$ cat src/parallel_io_regs.vh
`ifndef PARALLEL_IO_REGS_VH
`define PARALLEL_IO_REGS_VH
// register offsets
`define ADDR_PA_DATA      3'h0
`define ADDR_PB_DATA      3'h1
`define ADDR_PA_DIR       3'h2
`define ADDR_PB_DIR       3'h3
`define ADDR_PA_OD        3'h4
`define ADDR_PB_ENABLE    3'h5
`define ADDR_PB_FLAGS     3'h6
`define ADDR_PB_PEND      3'h7
// widths
`define ADDR_W            3
`define PA_W              8
`define PB_W              4
// reset values
`define RST_PA_DIR        8'h00
`define RST_PA_OD         8'h00
`define RST_PB_DIR        4'h0
`define RST_PB_ENABLE     4'h0
`define RST_PB_FLAGS      4'h0
`endif

$ cat src/parallel_io_ports.v
`timescale 1ns/10ps
`include "parallel_io_regs.vh"
// Operation
// - twelve lines, eight on port A and four on port B, each in or out
// - direction bit one makes the line an output
// - direction bit zero makes the line an input
// - reset clears every direction register, all lines inputs
// - direction registers are writable and readable
// - data read of an output line returns the latch, not the pin
// - data read of an input line returns the sampled pin
// - data write to an input line only updates the latch
// - data write to an output line updates latch and drives pin
// - port A data at address zero, direction at address two
// - open-drain bit at address four makes an output line open drain
// - open-drain setting on an input line has no effect
// - open-drain output floats for latch one, drives low for zero
// - reset clears port A direction and open-drain bits
// - reset leaves port A data latch unchanged
// - each port B line can request an interrupt while low
// - port B data at address one, direction at address three
// - port B low sets sticky flag, cleared by reset or written zero
// - request when flag and enable set and global mask clear
// - unused port B register bits read as zero
module parallel_io_ports
#(
   parameter PA_W = `PA_W,
   parameter PB_W = `PB_W
)
(
   // clock and reset
   input  wire              ref_clk,
   input  wire              srst,
   // register port
   input  wire [`ADDR_W-1:0] addr,
   input  wire [7:0]        wdata,
   input  wire              wr,
   input  wire              rd,
   output wire [7:0]        rdata,
   // processor interrupt mask
   input  wire              irq_mask,
   output wire              port_b_irq,
   // port A pins
   input  wire [PA_W-1:0]   port_a_lines_in,
   output wire [PA_W-1:0]   port_a_lines_out,
   output wire [PA_W-1:0]   port_a_lines_oe_n,
   // port B pins
   input  wire [PB_W-1:0]   port_b_lines_in,
   output wire [PB_W-1:0]   port_b_lines_out,
   output wire [PB_W-1:0]   port_b_lines_oe_n
);
   reg  [PA_W-1:0] pa_latch_reg;
   reg  [PA_W-1:0] pa_dir_reg;
   reg  [PA_W-1:0] pa_od_reg;
   reg  [PB_W-1:0] pb_latch_reg;
   reg  [PB_W-1:0] pb_dir_reg;
   reg  [PB_W-1:0] low_event_enables_reg;
   reg  [PB_W-1:0] low_event_flags_reg;
   reg  [PB_W-1:0] flags_next;
   reg  [7:0]      rdata_reg;
   reg  [7:0]      rdata_next;
   wire [PA_W-1:0] pa_level;
   wire [PB_W-1:0] pb_level;
   wire [PB_W-1:0] pb_eff;
   wire [PA_W-1:0] pa_read;
   wire [PB_W-1:0] pb_read;

   pin_sync #(.W(PA_W)) u_sync_a
   (
      .ref_clk (ref_clk),
      .pin_in  (port_a_lines_in),
      .level   (pa_level)
   );

   pin_sync #(.W(PB_W)) u_sync_b
   (
      .ref_clk (ref_clk),
      .pin_in  (port_b_lines_in),
      .level   (pb_level)
   );

   // port A drive, open drain only matters for output lines
   pin_driver #(.W(PA_W)) u_drv_a
   (
      .dir        (pa_dir_reg),
      .open_drain (pa_od_reg & pa_dir_reg),
      .latch      (pa_latch_reg),
      .pin_out    (port_a_lines_out),
      .pin_oe_n   (port_a_lines_oe_n)
   );

   assign port_b_lines_out  = pb_latch_reg;
   assign port_b_lines_oe_n = ~pb_dir_reg;

   // line value seen by the port: latch for outputs, pin for inputs
   assign pa_read = (pa_dir_reg & pa_latch_reg) | (~pa_dir_reg & pa_level);
   assign pb_read = (pb_dir_reg & pb_latch_reg) | (~pb_dir_reg & pb_level);
   assign pb_eff  = pb_read;

   // data latches have no reset
   always @(posedge ref_clk)
   begin
      if (wr && addr == `ADDR_PA_DATA)
         pa_latch_reg <= wdata[PA_W-1:0];
      if (wr && addr == `ADDR_PB_DATA)
         pb_latch_reg <= wdata[PB_W-1:0];
   end

   // flag update: a low line sets, written zero clears, set wins
   always @*
   begin
      flags_next = low_event_flags_reg;
      if (wr && addr == `ADDR_PB_FLAGS)
         flags_next = low_event_flags_reg & wdata[PB_W-1:0];
      flags_next = flags_next | ~pb_eff;
   end

   always @(posedge ref_clk)
   begin
      if (srst)
      begin
         pa_dir_reg            <= `RST_PA_DIR;
         pa_od_reg             <= `RST_PA_OD;
         pb_dir_reg            <= `RST_PB_DIR;
         low_event_enables_reg <= `RST_PB_ENABLE;
         low_event_flags_reg   <= `RST_PB_FLAGS;
      end
      else
      begin
         if (wr && addr == `ADDR_PA_DIR)
            pa_dir_reg <= wdata[PA_W-1:0];
         if (wr && addr == `ADDR_PA_OD)
            pa_od_reg <= wdata[PA_W-1:0];
         if (wr && addr == `ADDR_PB_DIR)
            pb_dir_reg <= wdata[PB_W-1:0];
         if (wr && addr == `ADDR_PB_ENABLE)
            low_event_enables_reg <= wdata[PB_W-1:0];
         low_event_flags_reg <= flags_next;
      end
   end

   assign port_b_irq = |(low_event_flags_reg & low_event_enables_reg) & ~irq_mask;

   // read mux, unused upper bits zero
   always @*
   begin
      rdata_next = 8'h00;
      case (addr)
         `ADDR_PA_DATA:   rdata_next[PA_W-1:0] = pa_read;
         `ADDR_PB_DATA:   rdata_next[PB_W-1:0] = pb_read;
         `ADDR_PA_DIR:    rdata_next[PA_W-1:0] = pa_dir_reg;
         `ADDR_PB_DIR:    rdata_next[PB_W-1:0] = pb_dir_reg;
         `ADDR_PA_OD:     rdata_next[PA_W-1:0] = pa_od_reg;
         `ADDR_PB_ENABLE: rdata_next[PB_W-1:0] = low_event_enables_reg;
         `ADDR_PB_FLAGS:  rdata_next[PB_W-1:0] = low_event_flags_reg;
         `ADDR_PB_PEND:   rdata_next[PB_W-1:0] = low_event_flags_reg & low_event_enables_reg;
         default:         rdata_next = 8'h00;
      endcase
   end

   always @(posedge ref_clk)
   begin
      if (srst)
         rdata_reg <= 8'h00;
      else if (rd)
         rdata_reg <= rdata_next;
      else
         rdata_reg <= 8'h00;
   end

   assign rdata = rdata_reg;
endmodule

$ cat src/pin_sync.v
`timescale 1ns/10ps
// three-stage sampler; a change is accepted once stages two and three agree
module pin_sync
#(
   parameter W = 8
)
(
   // clock
   input  wire         ref_clk,
   // pins and sampled level
   input  wire [W-1:0] pin_in,
   output wire [W-1:0] level
);
   reg [W-1:0] s1_reg;
   reg [W-1:0] s2_reg;
   reg [W-1:0] s3_reg;
   reg [W-1:0] lvl_reg;
   genvar i;
   always @(posedge ref_clk)
   begin
      s1_reg <= pin_in;
      s2_reg <= s1_reg;
      s3_reg <= s2_reg;
   end
   generate
      for (i = 0; i < W; i = i + 1)
      begin : g_bit
         always @(posedge ref_clk)
         begin
            if (s2_reg[i] == s3_reg[i])
               lvl_reg[i] <= s3_reg[i];
         end
      end
   endgenerate
   assign level = lvl_reg;
endmodule

$ cat src/pin_driver.v
`timescale 1ns/10ps
// per-line output drive; oe_n low means driving
module pin_driver
#(
   parameter W = 8
)
(
   // configuration
   input  wire [W-1:0] dir,
   input  wire [W-1:0] open_drain,
   input  wire [W-1:0] latch,
   // pin
   output wire [W-1:0] pin_out,
   output wire [W-1:0] pin_oe_n
);
   genvar i;
   generate
      for (i = 0; i < W; i = i + 1)
      begin : g_line
         // open drain pulls low only, floats for a one
         assign pin_out[i]  = open_drain[i] ? 1'b0 : latch[i];
         assign pin_oe_n[i] = ~(dir[i] & (~open_drain[i] | ~latch[i]));
      end
   endgenerate
endmodule

$ cat config.mk
export PLATFORM = sky130hd
export DESIGN_NAME = parallel_io_ports
export DESIGN_NICKNAME = d
export VERILOG_FILES = /design/src/parallel_io_ports.v /design/src/pin_sync.v /design/src/pin_driver.v
export VERILOG_INCLUDE_DIRS = /design/src /design/src/src
export SDC_FILE = /design/constraint.sdc
export NUM_CORES = 1
export LEC_CHECK = 0
export ABC_AREA = 0
export BUFFER_PORTS_ARGS = -buffer_cell sky130_fd_sc_hd__buf_2
export CORE_ASPECT_RATIO = 1.2
export CORE_MARGIN = 5
export CORE_UTILIZATION = 49
export DETAILED_ROUTE_END_ITERATION = 12
export GPL_ROUTABILITY_DRIVEN = 0
export PLACE_DENSITY = 0.81
export SLEW_MARGIN = 20
export SYNTH_ARGS = -nofsm -noshare
export SYNTH_HDL_FRONTEND = slang
export SYNTH_SLANG_ARGS = --single-unit
$ cat constraint.sdc
create_clock -name ref_clk -period 1.2 [get_ports ref_clk]
set_input_delay 0.18 -clock ref_clk [delete_from_list [all_inputs] [get_ports ref_clk]]
set_output_delay 0.18 -clock ref_clk [all_outputs]
set_load 0.02 [all_outputs]
Word-level counts from Yosys, hierarchy flattened --
Index checks and enable logic that the tools add are counted.
Storage, ports and cells: register bits 96, input bits 28, output and inout port bits 33, word-level logic and storage cells 122
Operators by class: eq/ne operators 19, multiplexer cells 11, bitwise logic cells 56, reductions and logical operators 10
Operators with widths (number):
- $pmux W4 S8 | 1
- $not A1 Y1 | 26
- $and A8 B8 Y8 | 3
- $and A4 B4 Y4 | 4
- $eq A1 B1 Y1 | 12
- $eq A3 B3 Y1 const B | 4
- $pmux W4 S3 | 1
- $and A1 B1 Y1 | 9
- $mux W1 | 8
- $not A4 Y4 | 2
- $not A8 Y8 | 1
- $or A1 B1 Y1 | 8
- $or A4 B4 Y4 | 2
- $or A8 B8 Y8 | 1
- $logic_and A1 B1 Y1 | 7
- $eq A3 B2 Y1 const B | 2
- $mux W4 | 1
- $reduce_or A4 Y1 | 1
- $eq A3 B1 Y1 const B | 1
- $logic_not A3 Y1 | 1
- $reduce_or A2 Y1 | 1

Depth between registers and ports, before layout --
word-level depth 5, depth in mapped cells 7, mapped depth without buffers 4

Cells and area by module --
Synthesis repeated with hierarchy kept, for this count alone.
Second synthesis, totals: cell total of the unflattened synthesis 292, area, all modules 3478.3 um^2
By module, submodules not included:
- parallel_io_ports | instances 1, cells an instance 216, area an instance 2162.1 um^2, sequential area each 1081.0 um^2
- pin_sync (u_sync_a) | instances 1, cells an instance 40, area an instance 790.8 um^2, sequential area each 720.7 um^2
- pin_sync (u_sync_b) | instances 1, cells an instance 20, area an instance 395.4 um^2, sequential area each 360.3 um^2
- pin_driver | instances 1, cells an instance 16, area an instance 130.1 um^2, sequential area each 0.0 um^2

Worst setup path after synthesis --
No wires, ideal clock.
path kind input -> register, start point in addr[2], end point reg pa_latch_reg[0] (enable), setup time 0.332 ns, arrival time 0.824 ns, data required time 0.868 ns, setup slack 0.044 ns, cell stages on the path 3, buffers on the path 1, cell sequence buf_4 > nor2b_1 > and2_1
On the way: longest elaborated chain between the ends 2
Ends and longest elaborated chain:
- start, declared | RTL line parallel_io_ports.v:34 | input wire [`ADDR_W-1:0] addr,
- $logic_not A3 Y1
- $logic_and A1 B1 Y1 (no source line)
- end signal, assigned | RTL line parallel_io_ports.v:103 | pa_latch_reg <= wdata[PA_W-1:0];
- end, declared | RTL line parallel_io_ports.v:51 | reg [PA_W-1:0] pa_latch_reg;
No other way between the ends. A chain may end at the register's enable or synchronous reset.

Worst setup path in the final report --
start point reg pa_dir_reg[5], end point out port_a_lines_out[5]
On the way: longest elaborated chain between the ends 2
Ends and longest elaborated chain:
- start, declared | RTL line parallel_io_ports.v:52 | reg [PA_W-1:0] pa_dir_reg;
- start signal, assigned | RTL line parallel_io_ports.v:121 | pa_dir_reg <= `RST_PA_DIR;
- start signal, assigned | RTL line parallel_io_ports.v:130 | pa_dir_reg <= wdata[PA_W-1:0];
- $and A8 B8 Y8 | RTL line parallel_io_ports.v:85 | .open_drain (pa_od_reg & pa_dir_reg),
- $mux W1 | RTL line pin_driver.v:21 | assign pin_out[i] = open_drain[i] ? 1'b0 : latch[i];
- end, declared | RTL line parallel_io_ports.v:44 | output wire [PA_W-1:0] port_a_lines_out,
No other way between the ends.

==> out/results.ini <==
[status]
violations = negative setup slack
status = complete, but fails checks

[detailed_routing]
drc = 0
routedWlPerCell_um = 15.2
vias = 2666
route.antenna.remaining_nets = 0
routed_wl_um = 7780
viasPerCell = 5.20
drt_iter0_markers = 266
drtPass1Iterations = 5

[critical_path]
rr_endpoint = rdata[0]
startpoint = pa_dir_reg[5]
required_ps = 1020
endpoint_kind = primary output
critical_path_peak_fanout = 4
critPathMostFrequentCell = buf_6
cp_cell_sequence = buf_6 -> a21boi_4 -> buf_6
cpPeakStageDelay_ps = 340
arrival_ps = 1140
r2r_start = port_b_lines_out[0]
cpMaxStageDelayCell = dfxtp_2
worstSetupPathType = register to primary output
start_kind = register
reg2reg_slack_ps = 50
r2r_cells = 3

[synth]
synth-seq-cells = 96
synth_cell_types = 32
synth_top_cell_by_area = dfxtp_1
synth_edf_count = 24
netlist_area_sq_mm = 0.00342
synth-main-ff-cell = dfxtp_1
synth.most_common_cell = dfxtp_1
synth-warning-count = 0
yosysSeqAreaShare_pct = 63.3
synth_area_leaders = dfxtp_1, edfxtp_1, nand2_1
netlist_instances = 310
synth_top_area_share_pct = 42.2
synth_nets = 338
ys_async_sr_fraction_pct = 0
synth_commonest_cells = dfxtp_1, nand2_1, a21oi_1
syn_area_per_cell_sq_um = 11.0

[power_and_ir_drop]
clkPwrFrac_pct = 33.6
sw_frac_of_total_pct = 23.8
pwr-share-comb_pct = 9.0
p_leak_nw = 1.85
worst_ir_drop_vdd_mv = 0.944
p_int_mw = 4.72
p_per_area_mw_per_mm2 = 1340
p_seq_share_pct = 57.4
switching_power_mw = 1.48

[timing]
fmax_ghz = 0.756
layout_setup_ws_ps = -124
rsz0062_at_grt = true
final_hold_viol_count = 0
finalSetupViolations = 17
fin_setup_tns_ps = -996
slew_headroom_pct = 74.9
skew_ps = 10.5
tightest_slew_ps = 375
finalMaxSlewViolations = 0
fin_crit_sh_pct = 110
min_period_ps = 1320

[cts]
cts.reportedPaths.clkPinSlew_ps = 100
cts-root-buf = clkbuf_8
cts_tree = yes
cts_max_path_buffers = 2
clk_latency_ps = 360
htreeDepth = 3
cts_made_buffers = 9
clock-sinks = 96

[final_layout]
drive_above_1_share_pct = 38.3
fin_nets = 449
diodes = 0
fill_cells = 486
final_cells = 513
area.growth.synth_to_final_pct = 35.4

[placed_design]
portBuffers = 60
dpl.hpwl_um = 5230
dp_cells = 474

[job]
max_cap_viol_count = 0

[floorplanning]
core_region_area_sq_mm = 0.00681
initial_core_util_pct = 50.2
rows = 33
die_area_sq_mm = 0.00875
io_pins = 61
die_h_um = 101
die_width_um = 86.2

[worst_hold_path]
hp-class = input port to register
min_to = pa_latch_reg[5]
hold_start = wdata[5]
hold_depth = 1

[global_routing]
grt_overflow = 0
antenna_found_initial = 0
grt_first_pass_wirelength_um = 12100
grt_pass1_vias = 2520
grt_max_degree = 29
track_usage_pct = 18.1

==> kinds of logic (layout without fill, tap and decap cells) <==
logic type      count (synthesis)  in the layout  synth area share [%]
flops                          96             96                  63.3
simple gates                   91             91                  12.1
compound gates                 70             70                  12.6
buf+inv                        22            138                  3.26
mux                            19             19                  5.71
xor+xnor                       12             12                  3.08
==> layout make-up <==
cell class | count | area, sq um | share of cell area (%)
sequential | 96 | 2190 | 47.3
tap | 87 | 109 | 2.35
clock buffer | 9 | 124 | 2.68
inverter | 9 | 33.8 | 0.730
multi-input combinational | 192 | 1250 | 27.0
timing repair buffer | 113 | 852 | 18.4
clock inverter | 7 | 70.1 | 1.51
==> layer usage <==
layer	part of all wire [%]	global-route usage (%)	vias up	wire, um
met4	2.7	8.99	0	211
met1	42	22.2	1259	3280
met3	6.0	4.72	20	467
li1	-	-	1296	-
met2	49	29.6	91	3830
met5	0	0	-	0
==> cell usage in the layout, fill, tap and decap left out, drive strengths merged, types with 2 or more instances in the layout <==
cell and instances:
a31oi 4, clkinv 4, mux2i 15, o211ai 3, a221oi 6, edfxtp 24
a21boi 8, and2 3, inv 11, buf 101, a22oi 2, or3b 4
nand2 49, dfxtp 72, o21ai 13, a21oi 27, clkbuf 9, nor2b 5
nand3 8, mux2 4, dlygate4sd3 12, nor2 13, a211oi 4, nand2b 6
xnor2 12
==> power by group through the flow <==
stage                     registers (mW)  clock network [mW]  logic, mW
after floorplan                     3.61                   0      0.258
after global routing                3.57                2.27      0.604
after CTS                           3.55                2.11      0.520
final                               3.56                2.08      0.558
after detailed placement            3.62                   0      0.455
after global placement              3.61                   0      0.441
==> worst max-delay path: cells and delay by family (launching register included) <==
kind | cells | cell delay [ps]
DFF | 1 | 340
AOI/OAI and AO/OA | 1 | 170
buffers and inverters | 2 | 270
==> worst max-delay path by stage <==
stage	slack, ps	to	cells after the start
global placement	-130	pa_latch_reg[4]	4
global route	-160	port_b_irq	3
CTS	-130	port_b_irq	3
floorplan	40	pa_latch_reg[0]	3
detailed placement	-190	low_event_flags_reg[3]	5
finish	-120	port_a_lines_out[5]	3
==> what timing repair did <==
item                                   4_1_cts  5_1_grt
endpoints found under the hold margin       12        0
buffers inserted                             5        6
pin swaps                                   21        9
gates cloned                                 0        0
gates resized for setup                     61       33
setup endpoints to repair                   18       27
hold buffers                                12        0
==> through the flow <==
stage               hold WS (ps)  worst slack (ps)  instance area, sq um  power (mW)  util (%)
global route                10.2              -157                  4630        6.45      67.9
detailed placement           284              -195                  3970        4.08      58.3
global placement             282              -130                  3970        4.05      58.3
CTS                         9.25              -131                  4470        6.18      65.7
floorplan                    208              44.5                  3420        3.87         -
finish                      21.4              -124                  4630        6.19      67.9
Note: power is estimated with default switching activity, not from simulation.
